File: config.mk
export PLATFORM = sky130hd
export DESIGN_NAME = smd_sector_map_discovery
export DESIGN_NICKNAME = d
export VERILOG_FILES = /design/src/design/smd_pkg.sv /design/src/design/smd_descriptor_rom.sv /design/src/design/smd_map_decoder.sv /design/src/design/smd_sector_map_discovery.sv
export SDC_FILE = /design/constraint.sdc
export NUM_CORES = 1
export LEC_CHECK = 0
export ABC_AREA = 0
export ABC_CLOCK_PERIOD_IN_PS = 4200
export BUFFER_PORTS_ARGS = -buffer_cell sky130_fd_sc_hd__buf_2
export CAP_MARGIN = 25
export CELL_PAD_IN_SITES_DETAIL_PLACEMENT = 0
export CELL_PAD_IN_SITES_GLOBAL_PLACEMENT = 1
export CORE_MARGIN = 10
export CORE_UTILIZATION = 46
export CTS_CLUSTER_SIZE = 25
export DETAILED_ROUTE_END_ITERATION = 7
export PLACE_DENSITY_LB_ADDON = 0.3
export SKIP_CTS_REPAIR_TIMING = 1
export SLEW_MARGIN = 20
export SYNTH_ARGS = -nofsm -noshare
export SYNTH_HDL_FRONTEND = slang
export SYNTH_SLANG_ARGS = --single-unit
File: constraint.sdc
create_clock -name sys_clk_in -period 4.2 [get_ports sys_clk_in]
set_input_delay 0.63 -clock sys_clk_in [delete_from_list [all_inputs] [get_ports sys_clk_in]]
set_output_delay 0.63 -clock sys_clk_in [all_outputs]
set_load 0.03 [all_outputs]
File: src/design/smd_pkg.sv
package smd_pkg;

    ////////////////////////////////////////////////////////////////////////////
    // Register port geometry and register offsets.
    localparam int SMD_ADDR_W = 8;
    localparam int SMD_DATA_W = 32;
    localparam logic [7:0] SMD_REG_CFG_LO = 8'h00;
    localparam logic [7:0] SMD_REG_CFG_HI = 8'h04;
    localparam logic [7:0] SMD_REG_CTRL = 8'h08;
    localparam logic [7:0] SMD_REG_CMD_ADDR = 8'h0C;
    localparam logic [7:0] SMD_REG_CMD = 8'h10;
    localparam logic [7:0] SMD_REG_CMD_RESULT = 8'h14;
    localparam logic [7:0] SMD_REG_STATUS = 8'h18;
    localparam logic [7:0] SMD_REG_TBL_PTR = 8'h1C;
    localparam logic [7:0] SMD_REG_TBL_DATA = 8'h20;
    localparam logic [7:0] SMD_REG_SECT_QUERY = 8'h24;
    localparam logic [7:0] SMD_REG_SECT_INFO = 8'h28;

    ////////////////////////////////////////////////////////////////////////////
    // Field positions and reset values.
    localparam int SMD_CTRL_ADDR4 = 0;
    localparam int SMD_CTRL_LAT_LSB = 4;
    localparam int SMD_LAT_W = 4;
    localparam logic [7:0] SMD_CTRL_RESET = 8'h01;
    localparam logic [7:0] SMD_CFG_RESET = 8'h08;
    localparam int SMD_ST_IDX_LSB = 0;
    localparam int SMD_ST_VALID = 2;
    localparam int SMD_ST_BUSY = 3;
    localparam int SMD_ST_ERR_CMD = 8;
    localparam int SMD_ST_ERR_CFG = 9;
    localparam int SMD_RES_ARCH = 8;
    localparam int SMD_SI_PARAM = 8;
    localparam int SMD_SI_VALID = 9;

    ////////////////////////////////////////////////////////////////////////////
    // Detection descriptor fields and command addresses.
    localparam int SMD_ARCH_BIT = 3;
    localparam logic [7:0] SMD_DET_MASK = 8'h08;
    localparam logic [1:0] SMD_DET_ADDR_LEN = 2'h3;
    localparam logic [1:0] SMD_DET_RFU_HI = 2'h3;
    localparam logic [3:0] SMD_DET_LATENCY = 4'hF;
    localparam logic [7:0] SMD_DET_INSTR = 8'h65;
    localparam logic [5:0] SMD_DET_RFU_LO = 6'h3F;
    localparam logic SMD_DET_IS_MAP = 1'b0;
    localparam logic SMD_DET_IS_END = 1'b0;
    localparam logic [31:0] SMD_DET_ADDR_LO = 32'h0000_0004;
    localparam logic [31:0] SMD_DET_ADDR_HI = 32'h0400_0004;
    localparam logic [7:0] SMD_TBL_DESC_LO = 8'h48;
    localparam logic [7:0] SMD_TBL_END = 8'h58;
    localparam logic [7:0] SMD_TBL_BLANK = 8'hFF;
    localparam logic [7:0] SMD_ZERO_BYTE = 8'h00;

    ////////////////////////////////////////////////////////////////////////////
    // Address map geometry.
    localparam int SMD_DEV_ADDR_W = 27;
    localparam int SMD_PARAM_REGION_LOG2 = 18;
    localparam logic [4:0] SMD_SECT_LOG2_SMALL = 5'h0C;
    localparam logic [4:0] SMD_SECT_LOG2_UNIFORM = 5'h12;

    typedef enum logic [1:0] {
        SMD_MAP_NONE = 2'b00,
        SMD_MAP_BOTTOM = 2'b01,
        SMD_MAP_TOP = 2'b10,
        SMD_MAP_UNIFORM = 2'b11
    } smd_map_kind_type;

    typedef enum logic {
        SMD_CMD_IDLE = 1'b0,
        SMD_CMD_DUMMY = 1'b1
    } smd_cmd_state_type;

    // Architecture bit of a die's configuration byte.
    function automatic logic smd_arch_bit(input logic [7:0] cfg);
        smd_arch_bit = cfg[SMD_ARCH_BIT];
    endfunction

endpackage

File: src/design/smd_descriptor_rom.sv
`timescale 1ns/1ps
`default_nettype none
module smd_descriptor_rom
    import smd_pkg::*;
(
    input wire logic [7:0] offset_in,
    output logic [7:0] byte_out
);

    // Detection descriptor dword, assembled from its fields.
    localparam logic [31:0] DET_DWORD = {SMD_DET_MASK, SMD_DET_ADDR_LEN, SMD_DET_RFU_HI,
        SMD_DET_LATENCY, SMD_DET_INSTR, SMD_DET_RFU_LO, SMD_DET_IS_MAP, SMD_DET_IS_END};

    // Little-endian byte lane of a dword.
    function automatic logic [7:0] smd_lane(input logic [31:0] dw, input logic [1:0] sel);
        logic [31:0] sh;
        sh = dw >> {sel, 3'b000};
        smd_lane = sh[7:0];
    endfunction

    always_comb begin
        byte_out = SMD_TBL_BLANK;
        if (offset_in >= SMD_TBL_DESC_LO && offset_in < SMD_TBL_END) begin
            unique case (offset_in[3:2])
                2'b10: byte_out = smd_lane(DET_DWORD, offset_in[1:0]);
                2'b11: byte_out = smd_lane(SMD_DET_ADDR_LO, offset_in[1:0]);
                2'b00: byte_out = smd_lane(DET_DWORD, offset_in[1:0]);
                2'b01: byte_out = smd_lane(SMD_DET_ADDR_HI, offset_in[1:0]);
            endcase
        end
    end

endmodule
`default_nettype wire

File: src/design/smd_map_decoder.sv
`timescale 1ns/1ps
`default_nettype none
module smd_map_decoder
    import smd_pkg::*;
#(
    parameter int DEV_ADDR_W = SMD_DEV_ADDR_W,
    parameter int PARAM_LOG2 = SMD_PARAM_REGION_LOG2
) (
    input wire logic [1:0] index_in,
    input wire logic [DEV_ADDR_W-1:0] addr_in,
    output logic valid_out,
    output logic is_param_out,
    output logic [4:0] size_log2_out
);

    logic in_bottom;
    logic in_top;

    assign in_bottom = (addr_in[DEV_ADDR_W-1:PARAM_LOG2] == '0);
    assign in_top = &addr_in[DEV_ADDR_W-1:PARAM_LOG2];

    always_comb begin
        valid_out = 1'b1;
        is_param_out = 1'b0;
        unique case (index_in)
            SMD_MAP_NONE: valid_out = 1'b0;
            SMD_MAP_BOTTOM: is_param_out = in_bottom;
            SMD_MAP_TOP: is_param_out = in_top;
            SMD_MAP_UNIFORM: is_param_out = 1'b0;
        endcase
        size_log2_out = is_param_out ? SMD_SECT_LOG2_SMALL : SMD_SECT_LOG2_UNIFORM;
    end

endmodule
`default_nettype wire

File: src/design/smd_sector_map_discovery.sv
`timescale 1ns/1ps
`default_nettype none
module smd_sector_map_discovery
    import smd_pkg::*;
#(
    parameter int DEV_ADDR_W = SMD_DEV_ADDR_W,
    parameter int PARAM_LOG2 = SMD_PARAM_REGION_LOG2
) (
    input wire logic sys_clk_in,
    input wire logic rst_in,
    input wire logic [SMD_ADDR_W-1:0] reg_addr_in,
    input wire logic [SMD_DATA_W-1:0] reg_wdata_in,
    input wire logic reg_wr_in,
    input wire logic reg_rd_in,
    output logic [SMD_DATA_W-1:0] reg_rdata_out,
    output logic [1:0] map_index_out,
    output logic map_valid_out,
    output logic cmd_busy_out
);

    ////////////////////////////////////////////////////////////////////////////
    // Declarations.
    logic [7:0] cfg_lo;
    logic [7:0] cfg_hi;
    logic addr4;
    logic [SMD_LAT_W-1:0] latency;
    logic [31:0] cmd_addr;
    logic [7:0] tbl_ptr;
    logic [DEV_ADDR_W-1:0] sect_query;
    logic err_cmd;
    logic err_cfg;
    smd_cmd_state_type cmd_state;
    logic [SMD_LAT_W-1:0] dummy_cnt;
    logic [7:0] cmd_opcode;
    logic [31:0] cmd_eff_addr;
    logic [7:0] cmd_data;
    logic cmd_arch;
    logic [1:0] map_index;
    logic [7:0] tbl_byte;
    logic dec_valid;
    logic dec_is_param;
    logic [4:0] dec_log2;
    logic [SMD_DATA_W-1:0] rd_word;
    logic wr_cfg_lo;
    logic wr_cfg_hi;
    logic cfg_lo_refused;
    logic cfg_hi_refused;
    logic wr_cmd;
    logic cmd_go;
    logic cmd_exec;
    logic cmd_hit_lo;
    logic cmd_hit_hi;
    logic [7:0] cmd_byte;
    logic clr_err_cmd;
    logic clr_err_cfg;
    logic set_err_cmd;

    ////////////////////////////////////////////////////////////////////////////
    // Write decode.
    assign wr_cfg_lo = reg_wr_in && (reg_addr_in == SMD_REG_CFG_LO);
    assign wr_cfg_hi = reg_wr_in && (reg_addr_in == SMD_REG_CFG_HI);
    assign wr_cmd = reg_wr_in && (reg_addr_in == SMD_REG_CMD);
    assign clr_err_cmd = reg_wr_in && (reg_addr_in == SMD_REG_STATUS)
        && reg_wdata_in[SMD_ST_ERR_CMD];
    assign clr_err_cfg = reg_wr_in && (reg_addr_in == SMD_REG_STATUS)
        && reg_wdata_in[SMD_ST_ERR_CFG];

    // A write that would leave both dies hybrid is refused.
    assign cfg_lo_refused = wr_cfg_lo && !smd_arch_bit(reg_wdata_in[7:0])
        && !smd_arch_bit(cfg_hi);
    assign cfg_hi_refused = wr_cfg_hi && !smd_arch_bit(reg_wdata_in[7:0])
        && !smd_arch_bit(cfg_lo);

    ////////////////////////////////////////////////////////////////////////////
    // Per-die nonvolatile configuration byte three.
    always_ff @(posedge sys_clk_in) begin
        if (rst_in) begin
            cfg_lo <= SMD_CFG_RESET;
            cfg_hi <= SMD_CFG_RESET;
        end else begin
            if (wr_cfg_lo && !cfg_lo_refused) begin
                cfg_lo <= reg_wdata_in[7:0];
            end
            if (wr_cfg_hi && !cfg_hi_refused) begin
                cfg_hi <= reg_wdata_in[7:0];
            end
        end
    end

    ////////////////////////////////////////////////////////////////////////////
    // Control: address length and dummy latency used by detection reads.
    always_ff @(posedge sys_clk_in) begin
        if (rst_in) begin
            addr4 <= SMD_CTRL_RESET[SMD_CTRL_ADDR4];
            latency <= SMD_CTRL_RESET[SMD_CTRL_LAT_LSB +: SMD_LAT_W];
            cmd_addr <= '0;
        end else begin
            if (reg_wr_in && reg_addr_in == SMD_REG_CTRL) begin
                addr4 <= reg_wdata_in[SMD_CTRL_ADDR4];
                latency <= reg_wdata_in[SMD_CTRL_LAT_LSB +: SMD_LAT_W];
            end
            if (reg_wr_in && reg_addr_in == SMD_REG_CMD_ADDR) begin
                cmd_addr <= reg_wdata_in;
            end
        end
    end

    ////////////////////////////////////////////////////////////////////////////
    // Map index from the two architecture bits, lower die first.
    assign map_index = {smd_arch_bit(cfg_lo), smd_arch_bit(cfg_hi)};

    always_ff @(posedge sys_clk_in) begin
        if (rst_in) begin
            map_index_out <= SMD_MAP_UNIFORM;
            map_valid_out <= 1'b1;
        end else begin
            map_index_out <= map_index;
            map_valid_out <= (map_index != SMD_MAP_NONE);
        end
    end

    smd_map_decoder #(
        .DEV_ADDR_W(DEV_ADDR_W),
        .PARAM_LOG2(PARAM_LOG2)
    ) u_decoder (
        .index_in(map_index),
        .addr_in(sect_query),
        .valid_out(dec_valid),
        .is_param_out(dec_is_param),
        .size_log2_out(dec_log2)
    );

    always_ff @(posedge sys_clk_in) begin
        if (rst_in) begin
            sect_query <= '0;
        end else if (reg_wr_in && reg_addr_in == SMD_REG_SECT_QUERY) begin
            sect_query <= reg_wdata_in[DEV_ADDR_W-1:0];
        end
    end

    ////////////////////////////////////////////////////////////////////////////
    // Discovery table: reading the data port advances the pointer.
    smd_descriptor_rom u_rom (
        .offset_in(tbl_ptr),
        .byte_out(tbl_byte)
    );

    always_ff @(posedge sys_clk_in) begin
        if (rst_in) begin
            tbl_ptr <= SMD_TBL_DESC_LO;
        end else if (reg_wr_in && reg_addr_in == SMD_REG_TBL_PTR) begin
            tbl_ptr <= reg_wdata_in[7:0];
        end else if (reg_rd_in && reg_addr_in == SMD_REG_TBL_DATA) begin
            tbl_ptr <= tbl_ptr + 8'h01;
        end
    end

    ////////////////////////////////////////////////////////////////////////////
    // Detection read engine: opcode, address, dummy cycles, then data.
    assign cmd_go = wr_cmd && (cmd_state == SMD_CMD_IDLE);
    assign cmd_exec = (cmd_state == SMD_CMD_DUMMY) && (dummy_cnt == '0);
    assign cmd_hit_lo = (cmd_opcode == SMD_DET_INSTR) && (cmd_eff_addr == SMD_DET_ADDR_LO);
    assign cmd_hit_hi = (cmd_opcode == SMD_DET_INSTR) && (cmd_eff_addr == SMD_DET_ADDR_HI);
    assign cmd_byte = cmd_hit_lo ? cfg_lo : (cmd_hit_hi ? cfg_hi : SMD_ZERO_BYTE);

    always_ff @(posedge sys_clk_in) begin
        if (rst_in) begin
            cmd_state <= SMD_CMD_IDLE;
            dummy_cnt <= '0;
            cmd_opcode <= '0;
            cmd_eff_addr <= '0;
            cmd_busy_out <= 1'b0;
        end else begin
            unique case (cmd_state)
                SMD_CMD_IDLE: begin
                    if (cmd_go) begin
                        cmd_opcode <= reg_wdata_in[7:0];
                        // Three-byte mode clears the die-select byte.
                        cmd_eff_addr <= addr4 ? cmd_addr
                            : {SMD_ZERO_BYTE, cmd_addr[23:0]};
                        dummy_cnt <= latency;
                        cmd_state <= SMD_CMD_DUMMY;
                        cmd_busy_out <= 1'b1;
                    end
                end
                SMD_CMD_DUMMY: begin
                    if (dummy_cnt == '0) begin
                        cmd_state <= SMD_CMD_IDLE;
                        cmd_busy_out <= 1'b0;
                    end else begin
                        dummy_cnt <= dummy_cnt - SMD_LAT_W'(1);
                    end
                end
            endcase
        end
    end

    always_ff @(posedge sys_clk_in) begin
        if (rst_in) begin
            cmd_data <= '0;
            cmd_arch <= 1'b0;
        end else if (cmd_exec) begin
            cmd_data <= cmd_byte;
            cmd_arch <= |(cmd_byte & SMD_DET_MASK);
        end
    end

    ////////////////////////////////////////////////////////////////////////////
    // Sticky error flags; a new event wins over a clear in the same cycle.
    assign set_err_cmd = (cmd_exec && !cmd_hit_lo && !cmd_hit_hi)
        || (wr_cmd && cmd_state != SMD_CMD_IDLE);

    always_ff @(posedge sys_clk_in) begin
        if (rst_in) begin
            err_cmd <= 1'b0;
            err_cfg <= 1'b0;
        end else begin
            err_cmd <= set_err_cmd || (err_cmd && !clr_err_cmd);
            err_cfg <= cfg_lo_refused || cfg_hi_refused || (err_cfg && !clr_err_cfg);
        end
    end

    ////////////////////////////////////////////////////////////////////////////
    // Read multiplexer; unmapped offsets read zero.
    always_comb begin
        rd_word = '0;
        unique case (reg_addr_in)
            SMD_REG_CFG_LO: rd_word[7:0] = cfg_lo;
            SMD_REG_CFG_HI: rd_word[7:0] = cfg_hi;
            SMD_REG_CTRL: begin
                rd_word[SMD_CTRL_ADDR4] = addr4;
                rd_word[SMD_CTRL_LAT_LSB +: SMD_LAT_W] = latency;
            end
            SMD_REG_CMD_ADDR: rd_word = cmd_addr;
            SMD_REG_CMD_RESULT: begin
                rd_word[7:0] = cmd_data;
                rd_word[SMD_RES_ARCH] = cmd_arch;
            end
            SMD_REG_STATUS: begin
                rd_word[SMD_ST_IDX_LSB +: 2] = map_index;
                rd_word[SMD_ST_VALID] = dec_valid;
                rd_word[SMD_ST_BUSY] = cmd_busy_out;
                rd_word[SMD_ST_ERR_CMD] = err_cmd;
                rd_word[SMD_ST_ERR_CFG] = err_cfg;
            end
            SMD_REG_TBL_PTR: rd_word[7:0] = tbl_ptr;
            SMD_REG_TBL_DATA: rd_word[7:0] = tbl_byte;
            SMD_REG_SECT_QUERY: rd_word[DEV_ADDR_W-1:0] = sect_query;
            SMD_REG_SECT_INFO: begin
                rd_word[4:0] = dec_log2;
                rd_word[SMD_SI_PARAM] = dec_is_param;
                rd_word[SMD_SI_VALID] = dec_valid;
            end
            default: rd_word = '0;
        endcase
    end

    always_ff @(posedge sys_clk_in) begin
        if (rst_in) begin
            reg_rdata_out <= '0;
        end else if (reg_rd_in) begin
            reg_rdata_out <= rd_word;
        end else begin
            reg_rdata_out <= '0;
        end
    end
endmodule
`default_nettype wire

==> flow_metrics.env, run 1 <==
export IMPL_cts_tree="yes"
export IMPL_die_area_um2=21900
export IMPL_ant_nets=0
export IMPL_place_hpwl_um=15200
export IMPL_num_rows=46
export IMPL_critical_path_max_fanout=27
export IMPL_startpoint_type="input port"
export IMPL_syn_inst=890
export IMPL_drive_gt1_share_pct=16.2
export IMPL_fill_cells=1562
export IMPL_yosys_warnings=0
export IMPL_outcome="complete, no violations"
export IMPL_wl_met3_um=1670
export IMPL_vias_per_cell=5.63
export IMPL_antenna_found_initial=0
export IMPL_fmax_ghz=0.418
export IMPL_tns_ns=0
export IMPL_cts_buffer_depth=2
export IMPL_numCtsBuffers=17
export IMPL_final_cell_mix="213 x nand2_1, 179 x dfxtp_1, 122 x a21oi_1, 78 x buf_2, 45 x nor2_1"
export IMPL_ys_ff_latch=179
export IMPL_cts_sinks=179
export IMPL_start_util_pct=47.2
export IMPL_drt_wirelength_per_cell_um=19.0
export IMPL_power_density_nw_per_um2=395
export IMPL_core_um2=16000
export IMPL_finClkSkew_ns=0.0102
export IMPL_ys_async_sr_fraction_pct=0
export IMPL_mostFrequentLayoutCell="nand2_1"
export IMPL_cts_root_buf="clkbuf_16"
export IMPL_htree_levels=4
export IMPL_ir_worst_vdd_v=0.000284
export IMPL_areaGrowthSynthToFinish_pct=14.5
export IMPL_grt_start_max_net_pins=75
export IMPL_grt_pass1_vias=6329
export IMPL_clk_pin_slew_ns=0.07
export IMPL_nets=989
export IMPL_period_minus_slack_ns=2.39
export IMPL_antenna_cells=0
export IMPL_synth_edf_count=0
export IMPL_min_period_over_period_pct=56.9
export IMPL_syn_area_per_cell_um2=8.48
export IMPL_drc=0
export IMPL_die_h_um=148
export IMPL_drv_slew=0
export IMPL_synthFlopType="dfxtp_1"
export IMPL_finalHoldViolCount=0
export IMPL_cap_violations=0
export IMPL_drt_iter0_drc=692
export IMPL_ys_seq_area_share_pct=47.5
export IMPL_synth_cell_types=73
export IMPL_wl_met2_um=9880
export IMPL_setup_viol=0
export IMPL_relSlewSlack_pct=37.2
export IMPL_grt_pass1_wl_um=35500
export IMPL_fin_util_pct=54.0
export IMPL_crit_arrival_ns=2.68
export IMPL_endpoint_kind="flop"
export IMPL_worstSetupPathType="in2reg"
export IMPL_tightest_slew_ns=0.935
export IMPL_syn_area_um2=7550
export IMPL_drt_pass1_iter_count=5
export IMPL_ios=80
export IMPL_vias=6580
export IMPL_required_ns=4.48
export IMPL_hp_class="in2reg"
export IMPL_die_w_um=148
export IMPL_top_layer_used="met4"
export IMPL_io_buffers=79
export IMPL_grt_usage_pct=20.3
export IMPL_gp_congestion=0.950
export IMPL_insertion_delay_ns=0.43
export IMPL_wl_met1_um=10200
export IMPL_synthesis_nets=939
export IMPL_grt_overflow=0
export IMPL_leakagePower_nw=3.18
export IMPL_whs_ns=0.433
export IMPL_drt_total_wl_um=22200
export IMPL_rsz0062_at_grt="no"
==> layer usage <==
| layer | track usage (%) | vias up |
|---|---|---|
| met1 | 27.7 | 3058 |
| li1 | - | 3213 |
| met4 | 6.54 | 0 |
| met5 | 0 | - |
| met3 | 4.98 | 38 |
| met2 | 30.8 | 271 |
==> synth_stat cells (all sizes together) (11+ instances only) <==
| cell | count | area, µm² |
|---|---|---|
| a22oi | 12 | 90.1 |
| nor4 | 11 | 90.1 |
| mux2i | 32 | 320 |
| clkbuf | 38 | 143 |
| dfxtp | 179 | 3580 |
| a211oi | 11 | 82.6 |
| nor3 | 11 | 87.6 |
| nor2 | 48 | 190 |
| buf | 28 | 155 |
| a21oi | 122 | 611 |
| nand2 | 214 | 806 |
| nand3 | 24 | 120 |
| a22o | 19 | 166 |
| o21ai | 19 | 103 |
==> flip-flops by register name (all words and copies together) (netlist names), 27 cells and up <==
register       count
cmd_addr          32
cmd_eff_addr      32
sect_query        27
reg_rdata_out     32
==> power breakdown <==
part	switching [mW]	internal, mW	leakage (nW)
logic	0.0876	0.0330	1.45
clock network	0.704	0.889	0.286
registers	0.00188	1.70	1.44
total	0.793	2.62	3.18
==> cell type report <==
class | instances | area [µm²] | area share, %
tap | 216 | 270 | 3.13
timing repair buffer | 97 | 533 | 6.17
multi-input combinational | 638 | 3650 | 42.2
sequential | 179 | 3580 | 41.5
inverter | 7 | 26.3 | 0.304
clock inverter | 13 | 149 | 1.72
clock buffer | 19 | 433 | 5.01
==> cells by family (layout without fill, tap and decap cells) <==
kind of cell    Yosys count  count (layout)  synth area share, %
xor+xnor                  5               5                0.580
compound gates          222             222                 18.4
mux                      35              35                 4.69
flops                   179             179                 47.5
simple gates            370             370                 23.6
fa+ha+maj                 6               6                0.962
buf+inv                  73             136                 4.29
==> through the flow <==
stage               setup WS (ns)  area, µm²  cells  power (mW)
finish                       1.81       8640   1169        3.41
global route                 1.65       8640   1169        3.52
floorplan                    2.09       7550    890        1.80
global placement             1.41       8060   1137        1.86
detailed placement           1.36       8060   1137        1.86
CTS                          1.82       8640   1169        3.43
==> worst paths after layout <==
path	endpoint	depth (start not counted)	startpoint	slack [ns]
hold reg to reg	cmd_eff_addr[2]	2	cmd_eff_addr[2]	0.45
hold / removal	sect_query[13]	3	reg_wdata_in[13]	0.43
setup reg to reg	reg_rdata_out[3]	7	cfg_lo[3]	1.96
setup / recovery	sect_query[22]	6	reg_addr_in[2]	1.81
==> worst max-delay path, stage by stage <==
cell and delay, ns:
buf_2 0.39, or4b_1 0.70, nor2_4 0.26, nand2_2 0.40, nand2_1 0.20, a21oi_1 0.08
No activity file was read; power rests on OpenSTA's default activity.
==> inputs of run 2 (changes only) <==
--- a/config.mk
+++ b/config.mk
@@ -6,13 +6,13 @@
 export NUM_CORES = 1
 export LEC_CHECK = 0
 export ABC_AREA = 0
-export ABC_CLOCK_PERIOD_IN_PS = 4200
+export ABC_CLOCK_PERIOD_IN_PS = 2190
 export BUFFER_PORTS_ARGS = -buffer_cell sky130_fd_sc_hd__buf_2
 export CAP_MARGIN = 25
 export CELL_PAD_IN_SITES_DETAIL_PLACEMENT = 0
 export CELL_PAD_IN_SITES_GLOBAL_PLACEMENT = 1
 export CORE_MARGIN = 10
-export CORE_UTILIZATION = 46
+export CORE_UTILIZATION = 40
 export CTS_CLUSTER_SIZE = 25
 export DETAILED_ROUTE_END_ITERATION = 7
 export PLACE_DENSITY_LB_ADDON = 0.3
==> constraint.sdc (replaced) <==
create_clock -name sys_clk_in -period 2.19 [get_ports sys_clk_in]
set_input_delay 0.3285 -clock sys_clk_in [delete_from_list [all_inputs] [get_ports sys_clk_in]]
set_output_delay 0.3285 -clock sys_clk_in [all_outputs]
set_load 0.03 [all_outputs]
==> run 2 against run 1 <==
Against the previous run:
- hold slack lost 0.30 ns
- worst setup slack worse by 1.6 ns
- wire length rose by 5.0%
- power increased by 97%
- cell count grew 3.6%
- flip-flop and latch count stayed put
- highest routed layer unchanged
- largest power group unchanged
- via count up 1.5%
- die area grew 13%
==> flow_metrics.env, run 2 (synthesis gave the netlist of run 1 again) <==
export IMPL_hp_class="in2reg"
export IMPL_insertion_delay_ns=0.43
export IMPL_drt_pass1_iter_count=5
export IMPL_drv_slew=0
export IMPL_p_clk_share_pct=47.9
export IMPL_cts_sinks=179
export IMPL_cts_buffer_depth=2
export IMPL_required_ns=2.54
export IMPL_mostFrequentLayoutCell="nand2_1"
export IMPL_hold_depth=3
export IMPL_leakagePower_nw=3.35
export IMPL_ant_nets=0
export IMPL_grt_start_max_net_pins=141
export IMPL_htree_levels=4
export IMPL_p_seq_share_pct=48.3
export IMPL_crit_arrival_ns=2.33
export IMPL_num_rows=50
export IMPL_power_density_nw_per_um2=748
export IMPL_ios=80
export IMPL_min_period_over_period_pct=90.2
export IMPL_critical_path_max_fanout=4
export IMPL_fin_ws_ns=0.214
export IMPL_rsz0062_at_grt="no"
export IMPL_power_switching_mw=1.64
export IMPL_relSlewSlack_pct=55.7
export IMPL_worstSetupPathType="reg2reg"
export IMPL_startpoint_type="flop"
export IMPL_placed_cells=1178
export IMPL_grt_usage_pct=18.8
export IMPL_p_int_mw=5.09
export IMPL_cap_violations=0
export IMPL_reg2reg_to="reg_rdata_out[3]"
export IMPL_die_h_um=157
export IMPL_drt_total_wl_um=23300
export IMPL_io_buffers=79
export IMPL_grt_overflow=0
export IMPL_endpoint_kind="flop"
export IMPL_gp_congestion=0.935
export IMPL_rrSetupSlack_ns=0.21
export IMPL_die_w_um=157
export IMPL_outcome="complete, no violations"
export IMPL_antenna_found_initial=1
export IMPL_period_minus_slack_ns=1.98
export IMPL_core_um2=18600
export IMPL_nets=1012
export IMPL_finClkSkew_ns=0.0134
export IMPL_final_cell_mix="213 x nand2_1, 179 x dfxtp_1, 122 x a21oi_1, 78 x buf_2, 45 x nor2_1"
export IMPL_die_area_um2=24800
export IMPL_grt_pass1_wl_um=36200
export IMPL_areaGrowthSynthToFinish_pct=19.4
export IMPL_fmax_ghz=0.506
export IMPL_timing_rr_start="cfg_lo[3]"
export IMPL_finalHoldViolCount=0
export IMPL_cts_tree="yes"
export IMPL_tightest_slew_ns=0.664
export IMPL_top_regs="cmd_addr (32), cmd_eff_addr (32), reg_rdata_out (32)"
export IMPL_final_instance_count_excl_fill=1211
export IMPL_switching_share_pct=24.4
export IMPL_cp_startpoint="cfg_lo[3]"
export IMPL_r2r_cells=7
export IMPL_tns_ns=0
export IMPL_clk_pin_slew_ns=0.07
export IMPL_place_hpwl_um=16200
export IMPL_comb_power_share_pct=3.8
export IMPL_drive_gt1_share_pct=18.3
export IMPL_vias_per_cell=5.52
export IMPL_start_util_pct=40.5
export IMPL_drt_wirelength_per_cell_um=19.3
export IMPL_dpl_worst_slack_ns=0.149
export IMPL_cts_root_buf="clkbuf_16"
export IMPL_grt_pass1_vias=6331
export IMPL_holdPathEnd="cmd_addr[31]"
export IMPL_numCtsBuffers=17
export IMPL_drc=0
export IMPL_setup_viol=0
export IMPL_ir_worst_vdd_v=0.000525
export IMPL_vias=6680
export IMPL_hp_start="reg_wdata_in[31]"
export IMPL_drt_iter0_drc=552
run 2: metrics by stage:
stage	instance area, µm²	util [%]	hold WS (ns)	total power [mW]
3_3_place_gp	8370	44.9	0.440	3.58
4_1_cts	9000	48.3	0.116	6.81
6_report	9010	48.3	0.131	6.74
5_1_grt	9010	48.3	0.135	6.95
3_5_place_dp	8370	44.9	0.446	3.58
2_1_floorplan	7550	-	0.427	3.45
run 2: worst max-delay path, stage by stage, from the launching register on:
cell     delay [ns]
dfxtp_1        0.40
inv_1          0.10
ha_1           0.31
nand3_1        0.07
or3_1          0.37
a21oi_1        0.31
a221o_1        0.17
o31a_1         0.18
run 2: worst max-delay path by stage:
stage               cells past startpoint           endpoint  slack [ns]
floorplan                               7   reg_rdata_out[4]        0.31
global placement                        6  reg_rdata_out[23]        0.13
detailed placement                      6   reg_rdata_out[0]        0.15
CTS                                     7   reg_rdata_out[3]        0.24
global route                            7        cmd_data[2]        0.12
finish                                  7   reg_rdata_out[3]        0.21
run 2: cell type report:
class                   instances  area [µm²]
diodes                          1        2.50
well taps                     234         293
fillers                      1880        9640
inverters                       7        26.3
flip-flops and latches        179        3580
repair buffers                120         818
clock buffers                  17         425
multi-input cells             638        3650
clock inverters                15         211
run 2: layer usage:
layer,vias up,track usage (%),share of wire [%]
li1,3262,-,-
met1,3156,25.9,46
met2,225,28.6,45
met3,37,3.55,6.0
met4,0,6.54,2.4
met5,-,0,0
run 2: power groups by stage:
stage	Combinational [mW]	Sequential (mW)	Clock [mW]
CTS	0.250	3.26	3.30
finish	0.253	3.26	3.23
global route	0.267	3.26	3.43
detailed placement	0.249	3.33	0
floorplan	0.118	3.33	0
global placement	0.250	3.33	0
